==> config.mk <==
export PLATFORM = sky130hd
export DESIGN_NAME = dao_addr
export DESIGN_NICKNAME = d
export VERILOG_FILES = /design/src/core/dao_pkg.sv /design/src/core/dao_addr.sv
export VERILOG_INCLUDE_DIRS = /design/src /design/src/core
export SDC_FILE = /design/constraint.sdc
export NUM_CORES = 1
export LEC_CHECK = 0
export ABC_AREA = 1
export BUFFER_PORTS_ARGS = -buffer_cell sky130_fd_sc_hd__buf_2
export CORE_ASPECT_RATIO = 1.75
export CORE_MARGIN = 4
export CORE_UTILIZATION = 58
export CTS_BUF_LIST = sky130_fd_sc_hd__clkbuf_8
export CTS_CLUSTER_SIZE = 8
export DETAILED_ROUTE_END_ITERATION = 6
export GPL_ROUTABILITY_DRIVEN = 0
export PLACE_DENSITY = 0.8
export SLEW_MARGIN = 25
export SYNTH_ARGS = -nofsm -noshare
export SYNTH_HDL_FRONTEND = slang
export SYNTH_SLANG_ARGS = --single-unit
==> constraint.sdc <==
create_clock -name pclk -period 2.4 [get_ports pclk]
set_input_delay 0.48 -clock pclk [delete_from_list [all_inputs] [get_ports pclk]]
set_output_delay 0.48 -clock pclk [all_outputs]
set_load 0.05 [all_outputs]
==> src/core/dao_consts.svh <==
// Constants for the operand addressing block: register offsets,
// field positions, reset values and opcode field layout.
// Assumes inclusion by bare name from the design module and the testbench.
`ifndef DAO_CONSTS_SVH
`define DAO_CONSTS_SVH

// Register byte offsets on the APB slave
`define DAO_OFF_CTRL 8'h00
`define DAO_OFF_INDEX 8'h04
`define DAO_OFF_WORD2 8'h08
`define DAO_OFF_OPCODE 8'h0C
`define DAO_OFF_RESULT 8'h10
`define DAO_OFF_TARGET 8'h14
`define DAO_OFF_LITERAL 8'h18

// Control register fields
`define DAO_CTRL_BANK_MSB 3
`define DAO_CTRL_XEN_BIT 8

// Result register fields
`define DAO_RES_ADDR_MSB 11
`define DAO_RES_MODE_LSB 12
`define DAO_RES_MODE_MSB 14
`define DAO_RES_DEST_LSB 16
`define DAO_RES_DEST_MSB 17
`define DAO_RES_OK_BIT 18
`define DAO_RES_ADDR2_LSB 20
`define DAO_RES_ADDR2_MSB 31

// Opcode field positions
`define DAO_OP_A_BIT 8
`define DAO_OP_D_BIT 9

// Opcode group codes in the top nibble, row codes in the next nibble
`define DAO_GRP_MISC 4'h0
`define DAO_GRP_BYTE_LO 4'h1
`define DAO_GRP_BYTE_HI 4'h5
`define DAO_GRP_NOD 4'h6
`define DAO_GRP_BIT_LO 4'h7
`define DAO_GRP_BIT_HI 4'hB
`define DAO_GRP_MOVE 4'hC
`define DAO_GRP_BRANCH 4'hD
`define DAO_GRP_JUMP 4'hE
`define DAO_ROW_NONE 4'h0
`define DAO_ROW_BANKLD 4'h1
`define DAO_ROW_LIT 4'h8
`define DAO_ROW_CALL 4'hC
`define DAO_ROW_GOTO 4'hF

// Access bank halves and default split point
`define DAO_GPR_BANK 4'h0
`define DAO_SFR_BANK 4'hF
`define DAO_SPLIT_DEF 8'h60

// Reset value of every register
`define DAO_RST_ZERO 32'h0000_0000

`endif

==> src/core/dao_pkg.sv <==
// Types of the operand addressing block.
// Assumes dao_consts.svh sits on the include path.
package dao_pkg;

	// How the operand is found
	typedef enum logic [2:0] {
		DAO_M_INHERENT,
		DAO_M_LITERAL,
		DAO_M_BANKED,
		DAO_M_ACCESS,
		DAO_M_FULL,
		DAO_M_INDEXED
	} dao_mode_e;

	// Where the result goes
	typedef enum logic [1:0] {
		DAO_D_NONE,
		DAO_D_FILE,
		DAO_D_ACCUM
	} dao_dest_e;

	// One decoded instruction
	typedef struct packed {
		dao_mode_e mode;
		dao_dest_e dest;
		logic [11:0] addr;
		logic [11:0] addr2;
		logic addr_ok;
		logic [7:0] lit;
		logic [19:0] target;
	} dao_dec_s;

	// Whole state of the block
	typedef struct packed {
		logic [3:0] bank;
		logic xen;
		logic [11:0] idx;
		logic [15:0] w2;
		logic [15:0] op;
		dao_dec_s dec;
		logic strobe;
		logic pready;
		logic pslverr;
		logic [31:0] prdata;
	} dao_state_s;

endpackage

==> src/core/dao_addr.sv <==
// Operand address generation for an 8-bit core, with an APB slave.
// Assumes a zero-latency APB master on pclk and a data memory that
// takes the decoded address and destination from dec_out.
`include "dao_consts.svh"

module dao_addr #(
	parameter logic [7:0] SPLIT = `DAO_SPLIT_DEF
) (
	input wire logic pclk,
	input wire logic presetn,
	input wire logic psel,
	input wire logic penable,
	input wire logic pwrite,
	input wire logic [7:0] paddr,
	input wire logic [31:0] pwdata,
	output logic [31:0] prdata,
	output logic pready,
	output logic pslverr,
	output dao_pkg::dao_dec_s dec_out,
	output logic decode_strobe
);
	import dao_pkg::*;

	// Registered state and its next value
	dao_state_s s;
	dao_state_s next_s;
	// Completed write and setup-phase qualifiers
	logic wr_acc;
	logic setup;

	// Maps an 8-bit address into the access bank halves
	function automatic logic [11:0] dao_access_map(
		input logic [7:0] f,
		input logic [7:0] split
	);
		// Low part is general RAM, high part special registers
		if (f < split) begin
			return {`DAO_GPR_BANK, f};
		end
		return {`DAO_SFR_BANK, f};
	endfunction

	// Direct operand: banked, access bank or indexed
	function automatic dao_dec_s dao_direct(
		input logic [15:0] op,
		input logic [3:0] bank,
		input logic [11:0] idx,
		input logic xen,
		input logic [7:0] split
	);
		dao_dec_s r;
		r = '0;
		r.addr_ok = 1'b1;
		// Low byte is the file address, or the offset added to the index in indexed mode
		if (op[`DAO_OP_A_BIT]) begin
			// Bank pointer forms the upper nibble
			r.mode = DAO_M_BANKED;
			r.addr = {bank, op[7:0]};
		end else if (xen && (op[7:0] < split)) begin
			// Extension reinterprets low access addresses
			r.mode = DAO_M_INDEXED;
			r.addr = idx + {4'h0, op[7:0]};
		end else begin
			// Bank pointer plays no part here
			r.mode = DAO_M_ACCESS;
			r.addr = dao_access_map(op[7:0], split);
		end
		return r;
	endfunction

	// Full decode of one instruction
	function automatic dao_dec_s dao_decode(
		input logic [15:0] op,
		input logic [15:0] w2,
		input logic [3:0] bank,
		input logic [11:0] idx,
		input logic xen,
		input logic [7:0] split
	);
		dao_dec_s r;
		logic [3:0] grp;
		logic [3:0] row;
		r = '0;
		grp = op[15:12];
		row = op[11:8];
		case (grp)
			`DAO_GRP_MISC: begin
				if (row == `DAO_ROW_NONE) begin
					// Control ops with no operand
					r.mode = DAO_M_INHERENT;
				end else if (row == `DAO_ROW_BANKLD) begin
					// Literal that loads the bank pointer
					r.mode = DAO_M_LITERAL;
					r.lit = op[7:0];
				end else if (row < `DAO_ROW_LIT) begin
					// Byte op with destination bit
					r = dao_direct(op, bank, idx, xen, split);
					r.dest = op[`DAO_OP_D_BIT] ? DAO_D_FILE : DAO_D_ACCUM;
				end else begin
					// Constant into the accumulator
					r.mode = DAO_M_LITERAL;
					r.lit = op[7:0];
					r.dest = DAO_D_ACCUM;
				end
			end
			`DAO_GRP_NOD: begin
				// Byte op without destination bit writes the file
				r = dao_direct(op, bank, idx, xen, split);
				r.dest = DAO_D_FILE;
			end
			`DAO_GRP_MOVE: begin
				// Both addresses whole, bank pointer unused
				r.mode = DAO_M_FULL;
				r.addr = op[11:0];
				r.addr2 = w2[11:0];
				r.addr_ok = 1'b1;
				r.dest = DAO_D_FILE;
			end
			`DAO_GRP_BRANCH: begin
				// Relative branch offset goes to the program counter
				r.mode = DAO_M_LITERAL;
				r.lit = op[7:0];
			end
			`DAO_GRP_JUMP: begin
				r.mode = DAO_M_LITERAL;
				r.lit = op[7:0];
				if ((row == `DAO_ROW_CALL) || (row == `DAO_ROW_GOTO)) begin
					// Two-word 20-bit target
					r.target = {w2[11:0], op[7:0]};
				end
			end
			default: begin
				if ((grp >= `DAO_GRP_BYTE_LO) && (grp <= `DAO_GRP_BYTE_HI)) begin
					// Byte op with destination bit
					r = dao_direct(op, bank, idx, xen, split);
					r.dest = op[`DAO_OP_D_BIT] ? DAO_D_FILE : DAO_D_ACCUM;
				end else if ((grp >= `DAO_GRP_BIT_LO) && (grp <= `DAO_GRP_BIT_HI)) begin
					// Bit ops act on the addressed register
					r = dao_direct(op, bank, idx, xen, split);
					r.dest = DAO_D_FILE;
				end else begin
					// Second word seen alone: acts as no-operation
					r.mode = DAO_M_INHERENT;
				end
			end
		endcase
		return r;
	endfunction

	// Bus qualifiers
	assign wr_acc = psel && penable && s.pready && pwrite;
	assign setup = psel && !penable;

	// Next-state logic: bus slave and decode
	always_comb begin
		next_s = s;
		next_s.strobe = 1'b0;
		next_s.pready = 1'b0;
		next_s.pslverr = 1'b0;
		// Setup phase: prepare answer for the access phase
		if (setup) begin
			next_s.pready = 1'b1;
			next_s.prdata = `DAO_RST_ZERO;
			case (paddr)
				`DAO_OFF_CTRL: begin
					next_s.prdata[`DAO_CTRL_BANK_MSB:0] = s.bank;
					next_s.prdata[`DAO_CTRL_XEN_BIT] = s.xen;
				end
				`DAO_OFF_INDEX: begin
					next_s.prdata[11:0] = s.idx;
				end
				`DAO_OFF_WORD2: begin
					next_s.prdata[15:0] = s.w2;
				end
				`DAO_OFF_OPCODE: begin
					next_s.prdata[15:0] = s.op;
				end
				`DAO_OFF_RESULT: begin
					// Decoded address, mode and destination
					next_s.prdata[`DAO_RES_ADDR_MSB:0] = s.dec.addr;
					next_s.prdata[`DAO_RES_MODE_MSB:`DAO_RES_MODE_LSB] = s.dec.mode;
					next_s.prdata[`DAO_RES_DEST_MSB:`DAO_RES_DEST_LSB] = s.dec.dest;
					next_s.prdata[`DAO_RES_OK_BIT] = s.dec.addr_ok;
					next_s.prdata[`DAO_RES_ADDR2_MSB:`DAO_RES_ADDR2_LSB] = s.dec.addr2;
				end
				`DAO_OFF_TARGET: begin
					next_s.prdata[19:0] = s.dec.target;
				end
				`DAO_OFF_LITERAL: begin
					next_s.prdata[7:0] = s.dec.lit;
				end
				default: begin
					// Unmapped offset answers with an error
					next_s.pslverr = 1'b1;
				end
			endcase
		end
		// Access phase: writes take effect here
		if (wr_acc) begin
			case (paddr)
				`DAO_OFF_CTRL: begin
					next_s.bank = pwdata[`DAO_CTRL_BANK_MSB:0];
					next_s.xen = pwdata[`DAO_CTRL_XEN_BIT];
				end
				`DAO_OFF_INDEX: begin
					next_s.idx = pwdata[11:0];
				end
				`DAO_OFF_WORD2: begin
					next_s.w2 = pwdata[15:0];
				end
				`DAO_OFF_OPCODE: begin
					// Opcode write launches one decode
					next_s.op = pwdata[15:0];
					next_s.dec = dao_decode(pwdata[15:0], s.w2, s.bank, s.idx, s.xen, SPLIT);
					next_s.strobe = 1'b1;
				end
				default: begin
					// Read-only or unmapped: write ignored
					next_s.strobe = 1'b0;
				end
			endcase
		end
	end

	// State register
	always_ff @(posedge pclk or negedge presetn) begin
		if (!presetn) begin
			s <= '0;
		end else begin
			s <= next_s;
		end
	end

	// Outputs straight from the state
	assign prdata = s.prdata;
	assign pready = s.pready;
	assign pslverr = s.pslverr;
	assign dec_out = s.dec;
	assign decode_strobe = s.strobe;
endmodule // dao_addr

==> reports/qor.csv, run 1 <==
stage,metric,value,unit
routing,"antenna viol nets, final",0,
clocking,worst skew pair latency,450,ps
critical_path,crit path max fanout,3,
timing,Final Skew,11.7,ps
critical_path,kind of critical path,reg -> reg,
routing,drt total wl,20000,µm
yosys,Yosys top cell by area,dfrtp_1,
placed_design,area post-placement,7720,µm²
critical_path,"Arr. time, crit path",2370,ps
critical_path,critical path endpoint category,register,
placed_design,Final HPWL DP,14900,µm
clocking,CTS tree,done,
grt,GRT Overall Usage,27.4,%
critical_path,worst-path cell chain,"ha_1, inv_1, fa_1, inv_1, nand2_1, nand3_1, nand3_1, nand3_1, nand3_1, nand2_1, nand2_1, a21oi_1",
job,maxcap violations,0,
worst_hold_path,HP Class,in -> async,
yosys,Syn Std Cell Area,7540,µm²
critical_path,"Largest stage delay, worst path",400,ps
yosys,synthesized area per cell,8.00,µm²
yosys,largest cells by area after synthesis,"dfrtp_1 (47%), nand2_1 (11%), buf_4 (9.1%)",
clocking,CTS Buf Count,17,
finish,final core occ,64.0,%
timing,Final Cycle Share,83.2,%
routing,drt first pass iters,7,
pwr,"IR drop worst, VDD",0.335,mV
clocking,postcts setup bufs,0,
finish,register area,3550,µm²
clocking,H-tree depth,4,
finish,Final Cell Area,8090,µm²
routing,DR WL/cell,17.3,µm
critical_path,cell family with most CP delay,adder cells,
die,die width,94.2,µm
timing,actual slew at the worst max-slew pin,588,ps
timing,final hold viol count,3,
placed_design,IO buf count,121,
finish,Layout Nets,1031,
grt,initial antenna violation count,1,
timing,Final Critical Period,2000,ps
clocking,post-CTS sizing,0,
yosys,Netlist cell types,37,
finish,share of cells above drive strength 1,19.7,%
pwr,pwr/cell area,573,nW/µm²
critical_path,buffer and inverter count on the worst path,2,
yosys,number of synthesized register bits,142,
finish,area occupied by multi-input gates,2720,µm²
timing,Final Setup Violations,0,
routing,drt drc,3,
grt,largest net degree at the start of global routing,61,
pwr,Lkg Pwr,4.21,nW
routing,initial DRC count,675,
yosys,Mapped Nets,997,
clocking,CTS Buffer Depth,2,
die,I/O pins,138,
timing,Min Hold Slack,-3.36,ps
routing,Vias,6468,
die,row cnt,54,
grt,grt ovf,0,
die,Initial Util,59.7,%
die,Die ar.,15000,µm²
critical_path,Worst setup SP type,register,
routing,Vias/cell,5.58,
finish,synth-to-layout area growth,7.27,%
critical_path,slowest CP cell,dfrtp_1,
status,status,"complete, but fails checks",
timing,RSZ-0062 raised after global routing,false,
timing,Slew Limit Fails,0,
grt,first-pass GRT wire length,31700,µm
die,height of the die,159,µm
status,failing checks,"DRC, hold timing",
grt,vias in the first global route,6223,
timing,Worst slew margin,60.8,%
clocking,clk sinks,142,
timing,Total Neg Setup Slack,0,ps
yosys,synth warn,0,
critical_path,"most used cell, CP",nand3_1,
yosys,"Seq/Total Area, Yosys",47.1,%
clocking,Post-CTS Hold Fix Bufs,0,
die,Core ar.,12600,µm²
finish,fill cell total of the finished layout,1098,
critical_path,CP Data Required Time,2770,ps
clocking,Worst-path clk slew,80,ps
yosys,share of the synthesized area in the top cell type,47.1,%
clocking,root buffer cell,clkbuf_8,
timing,Max Freq,501,MHz
yosys,Syn Inst Count,943,
[synth_stat cells]
cell / number
a211oi_1: 1
nor2_2: 5
clkbuf_1: 21
buf_2: 9
fa_1: 1
o211a_1: 2
a311oi_1: 1
a21o_1: 1
o221ai_1: 5
ha_1: 8
inv_1: 113
o31ai_1: 12
a21oi_1: 27
nand3_4: 1
o21bai_1: 1
nand2_2: 8
inv_2: 11
o21a_1: 1
o22ai_1: 31
dfrtp_1: 142
o21ai_0: 84
nor3_1: 2
xor2_1: 4
nor3_4: 1
a22oi_1: 1
nor2_8: 1
a22o_1: 1
o21ai_1: 10
o2111ai_1: 1
o211ai_1: 6
buf_4: 91
nand2_1: 223
nand4_1: 4
nand3_2: 1
a31oi_1: 4
nand3_1: 41
nor2_1: 67
[routing by layer]
metal  global-route usage [%]  vias to the layer above  part of all wire [%]
met5                        0                        -                     0
li1                         -                     3034                     -
met4                     14.5                        0                   5.2
met2                     45.3                      356                    50
met1                     33.6                     2999                    38
met3                     4.88                       79                   7.0
[worst reg2reg max path: stages (launching register included)]
cell and delay (ps):
dfrtp_1 400, ha_1 240, inv_1 80, fa_1 390, inv_1 120, nand2_1 60
nand3_1 90, nand3_1 120, nand3_1 110, nand3_1 80, nand2_1 70, nand2_1 50
a21oi_1 110
[area by class of cell]
type / instances / share of cell area, %
sequential: 142 / 43.9
multi-input combinational: 556 / 33.6
tap: 168 / 2.60
clock inverter: 14 / 1.48
inverter: 124 / 5.75
clock buffer: 18 / 3.06
antenna: 1 / 0.0309
timing repair buffer: 136 / 9.57
[final timing paths]
kind | from | end | slack (ps) | cells past startpoint
min in group pclk | pwdata[12] | s[105] | 320 | 3
hold reg to reg | prdata[29] | prdata[29] | 480 | 2
setup / recovery | s[125] | dec_out[49] | 400 | 12
setup reg to reg | s[125] | dec_out[49] | 400 | 12
hold / removal | presetn | prdata[2] | -3 | 1
max in group asynchronous | presetn | prdata[14] | 1760 | 2
[through the flow]
stage                     setup slack, ps  total power [mW]  cells
after detailed placement              275              2.88   1126
final                                 403              4.64   1159
after global routing                  249              4.80   1159
after global placement                292              2.88   1126
after CTS                             427              4.65   1158
after floorplan                       602              2.74    943
[report_power, final]
| part | switching, mW | total [mW] | internal [mW] |
|---|---|---|---|
| clock | 0.956 | 1.80 | 0.844 |
| sequential | 0.0187 | 2.44 | 2.42 |
| combinational | 0.301 | 0.397 | 0.0962 |
[registers in the layout, summed over array words and instances, names as in the netlist]
| register | cells |
|---|---|
| dec_out | 58 |
| decode_strobe | 1 |
| prdata | 32 |
| pready | 1 |
| pslverr | 1 |
| s | 49 |
[cells by family after synthesis]
family	synth area share, %
flip-flops	47.1
adder cells (fa/ha/maj)	1.59
AO/OA/AOI/OAI	14.4
AND/OR/NAND/NOR	19.5
buffers and inverters	16.9
XOR/XNOR	0.464
[layout by cell type (no fill, tap or decap), types with 5 or more instances in the layout]
cell,instances
nand3_1,41
clkbuf_8,18
nor2_1,67
o22ai_1,31
buf_2,120
o31ai_1,12
o21ai_0,84
ha_1,8
nor2_2,5
inv_1,114
a21oi_1,27
dfrtp_1,142
o21ai_1,10
nand2_2,8
nand2_1,223
buf_4,11
o211ai_1,6
o221ai_1,5
inv_2,11
Note: power is estimated with default switching activity, not from simulation.
==> run 2: changes to the inputs <==
--- a/config.mk
+++ b/config.mk
@@ -10,12 +10,12 @@
 export BUFFER_PORTS_ARGS = -buffer_cell sky130_fd_sc_hd__buf_2
 export CORE_ASPECT_RATIO = 1.75
 export CORE_MARGIN = 4
-export CORE_UTILIZATION = 58
+export CORE_UTILIZATION = 52
 export CTS_BUF_LIST = sky130_fd_sc_hd__clkbuf_8
 export CTS_CLUSTER_SIZE = 8
 export DETAILED_ROUTE_END_ITERATION = 6
 export GPL_ROUTABILITY_DRIVEN = 0
-export PLACE_DENSITY = 0.8
+export PLACE_DENSITY = 0.75
 export SLEW_MARGIN = 25
 export SYNTH_ARGS = -nofsm -noshare
 export SYNTH_HDL_FRONTEND = slang
==> constraint.sdc (replaced) <==
create_clock -name pclk -period 1.8 [get_ports pclk]
set_input_delay 0.36 -clock pclk [delete_from_list [all_inputs] [get_ports pclk]]
set_output_delay 0.36 -clock pclk [all_outputs]
set_load 0.05 [all_outputs]
==> reports/qor.csv, run 2 (synthesized netlist as in run 1, its figures left out) <==
stage,metric,value,unit,change
status,status,"complete, but fails checks",,unchanged
status,failing checks,setup timing,,"was DRC, hold timing"
finish,"most common cell after layout, fill and taps aside",nand2_1,,unchanged
placed_design,Final HPWL DP,15700,µm,"was 14,900 µm"
grt,GRT Overall Usage,25.4,%,was 27.4%
critical_path,origin of the worst setup path,s[125],,unchanged
timing,Final Critical Period,1810,ps,was 2000 ps
critical_path,r2r endpoint,dec_out[49],,unchanged
die,Core ar.,14300,µm²,"was 12,600 µm²"
pwr,Lkg Pwr,4.41,nW,was 4.21 nW
grt,grt ovf,0,,unchanged
worst_hold_path,hold-critical path endpoint,s[121],,
critical_path,CP Data Required Time,2130,ps,was 2770 ps
critical_path,reg2reg start,s[125],,unchanged
timing,Worst slew margin,69.5,%,was 60.8%
timing,final hold viol count,0,,was 3
pwr,pwr/cell area,728,nW/µm²,was 573 nW/µm²
pwr,total power,6.24,mW,was 4.64 mW
critical_path,kind of critical path,reg -> reg,,unchanged
critical_path,"Largest stage delay, worst path",410,ps,was 400 ps
timing,Final Cycle Share,100,%,was 83.2%
clocking,root buffer cell,clkbuf_8,,unchanged
pwr,"IR drop worst, VDD",0.440,mV,was 0.335 mV
finish,synth-to-layout area growth,13.8,%,was 7.27%
timing,Total Neg Setup Slack,-6.82,ps,was 0 ps
timing,final setup margin,-6.82,ps,was 403 ps
clocking,clk sinks,142,,unchanged
worst_hold_path,HP Class,in -> reg,,was in -> async
routing,Vias/cell,5.48,,was 5.58
critical_path,"most used cell, CP",nand2_2,,was nand3_1
clocking,H-tree depth,4,,unchanged
routing,drt drc,0,,was 3
critical_path,critical path endpoint category,register,,unchanged
timing,actual slew at the worst max-slew pin,457,ps,was 588 ps
clocking,Worst-path clk slew,80,ps,about the same
timing,RSZ-0062 raised after global routing,true,,was false
grt,vias in the first global route,6330,,"was 6,223"
timing,Final Setup Violations,1,,was 0
critical_path,Reg2Reg Depth,13,,was 12
routing,DR WL/cell,17.4,µm,was 17.3 µm
timing,Max Freq,553,MHz,was 501 MHz
die,Die ar.,16600,µm²,"was 15,000 µm²"
critical_path,Worst setup SP type,register,,unchanged
routing,"antenna viol nets, final",0,,unchanged
critical_path,"Arr. time, crit path",2140,ps,was 2370 ps
critical_path,buffer and inverter count on the worst path,2,,unchanged
clocking,CTS Buf Count,17,,unchanged
grt,first-pass GRT wire length,32900,µm,"was 31,700 µm"
placed_design,IO buf count,121,,unchanged
finish,fill cell total of the finished layout,1294,,"was 1,098"
worst_hold_path,worst min-delay path startpoint,pwdata[12],,
die,Initial Util,52.8,%,was 59.7%
finish,Largest register FFs,58,,unchanged
finish,share of cells above drive strength 1,24.9,%,was 19.7%
finish,Layout Nets,1067,,"was 1,031"
critical_path,R2R Setup Slk,-7,ps,was 400 ps
timing,Min Hold Slack,201,ps,was -3.36 ps
die,row cnt,58,,was 54
die,height of the die,167,µm,was 159 µm
critical_path,cell family with most CP delay,adder cells,,unchanged
clocking,CTS Buffer Depth,2,,unchanged
grt,largest net degree at the start of global routing,65,,was 61
die,die width,99.0,µm,was 94.2 µm
clocking,worst skew pair latency,450,ps,about the same
clocking,CTS tree,done,,unchanged
finish,"commonest cells after routing, fill and taps aside","nand2_1 (218), dfrtp_1 (142), buf_2 (120), inv_1 (112), o21ai_0 (84)",,"was nand2_1 (223), dfrtp_1 (142), buf_2 (120), inv_1 (114), o21ai_0 (84)"
routing,drt total wl,20900,µm,"was 20,000 µm"
routing,initial DRC count,533,,was 675
routing,Vias,6600,,"was 6,468"
critical_path,crit path max fanout,2,,was 3
job,maxcap violations,0,,unchanged
critical_path,worst-path cell chain,"ha_2, inv_2, fa_2, inv_2, nand2_2, nand3_4, nand3_4, nand2_2, nand2_2, nand3_2, nand2_1, nand2_1, a21oi_1",,"was ha_1, inv_1, fa_1, inv_1, nand2_1, nand3_1, nand3_1, nand3_1, nand3_1, nand2_1, nand2_1, a21oi_1"
placed_design,area post-placement,8040,µm²,was 7720 µm²
timing,Slew Limit Fails,0,,unchanged
finish,Final Cell Area,8580,µm²,was 8090 µm²
die,I/O pins,138,,unchanged
timing,Final Skew,22.1,ps,was 11.7 ps
finish,diode count,0,,was 1
grt,initial antenna violation count,0,,was 1
routing,drt first pass iters,6,,was 7
placed_design,pre-CTS WS,-128,ps,was 275 ps
critical_path,slowest CP cell,fa_2,,was dfrtp_1
worst_hold_path,Hold Crit Depth,3,,
run 2: cell types whose count changed in the layout (fill, tap and decap cells not counted), moves of 4 or more:
cell | before | now
buf_4 | 11 | 41
ha_1 | 8 | 2
nand2_1 | 223 | 218
buf_12 | 4 | 8
ha_4 | 0 | 5
nand3_2 | 1 | 5
nand2_2 | 8 | 13
nand3_1 | 41 | 34
run 2: metal layers:
metal,part of all wire (%),vias up,global-route usage (%)
met5,0,-,0
met4,5.5,0,12.6
met3,6.5,72,4.42
met2,51,294,43.6
met1,37,3143,30.5
li1,-,3091,-
run 2: through the flow:
| stage | cells | util, % |
|---|---|---|
| after floorplan | 943 | - |
| after global placement | 1172 | 56.2 |
| after detailed placement | 1172 | 56.2 |
| after CTS | 1204 | 58.9 |
| after global routing | 1205 | 60.0 |
| final | 1205 | 60.0 |
run 2: worst max path at each step:
stage	cells past startpoint	end
floorplan	13	dec_out[49]
detailed placement	8	prdata[18]
CTS	12	dec_out[49]
global route	13	dec_out[49]
finish	13	dec_out[49]
global placement	14	dec_out[49]
run 2: layout make-up:
cell class	count	area [µm²]	area share [%]
multi-input cells	556	2870	33.4
clock inverters	13	118	1.37
repair buffers	172	1100	12.8
flip-flops and latches	142	3550	41.4
inverters	124	465	5.43
well taps	180	225	2.63
clock buffers	18	248	2.89
run 2: power by group:
part,internal [mW],switching (mW),total [mW]
combinational,0.161,0.421,0.583
clock,1.12,1.28,2.41
sequential,3.23,0.0263,3.25
total,4.51,1.73,6.24
run 2: worst min-delay path: stages:
cell and delay [ps]:
buf_2 120, inv_1 60, o21ai_0 70
run 2: timing repair:
action | in CTS | in global routing
gates resized for setup | 1 | 31
hold buffers | 1 | 0
pin swaps | 0 | 10
setup buffers | 0 | 1
endpoints found under the setup margin | 1 | 6
hold endpoints to repair | 44 | 0
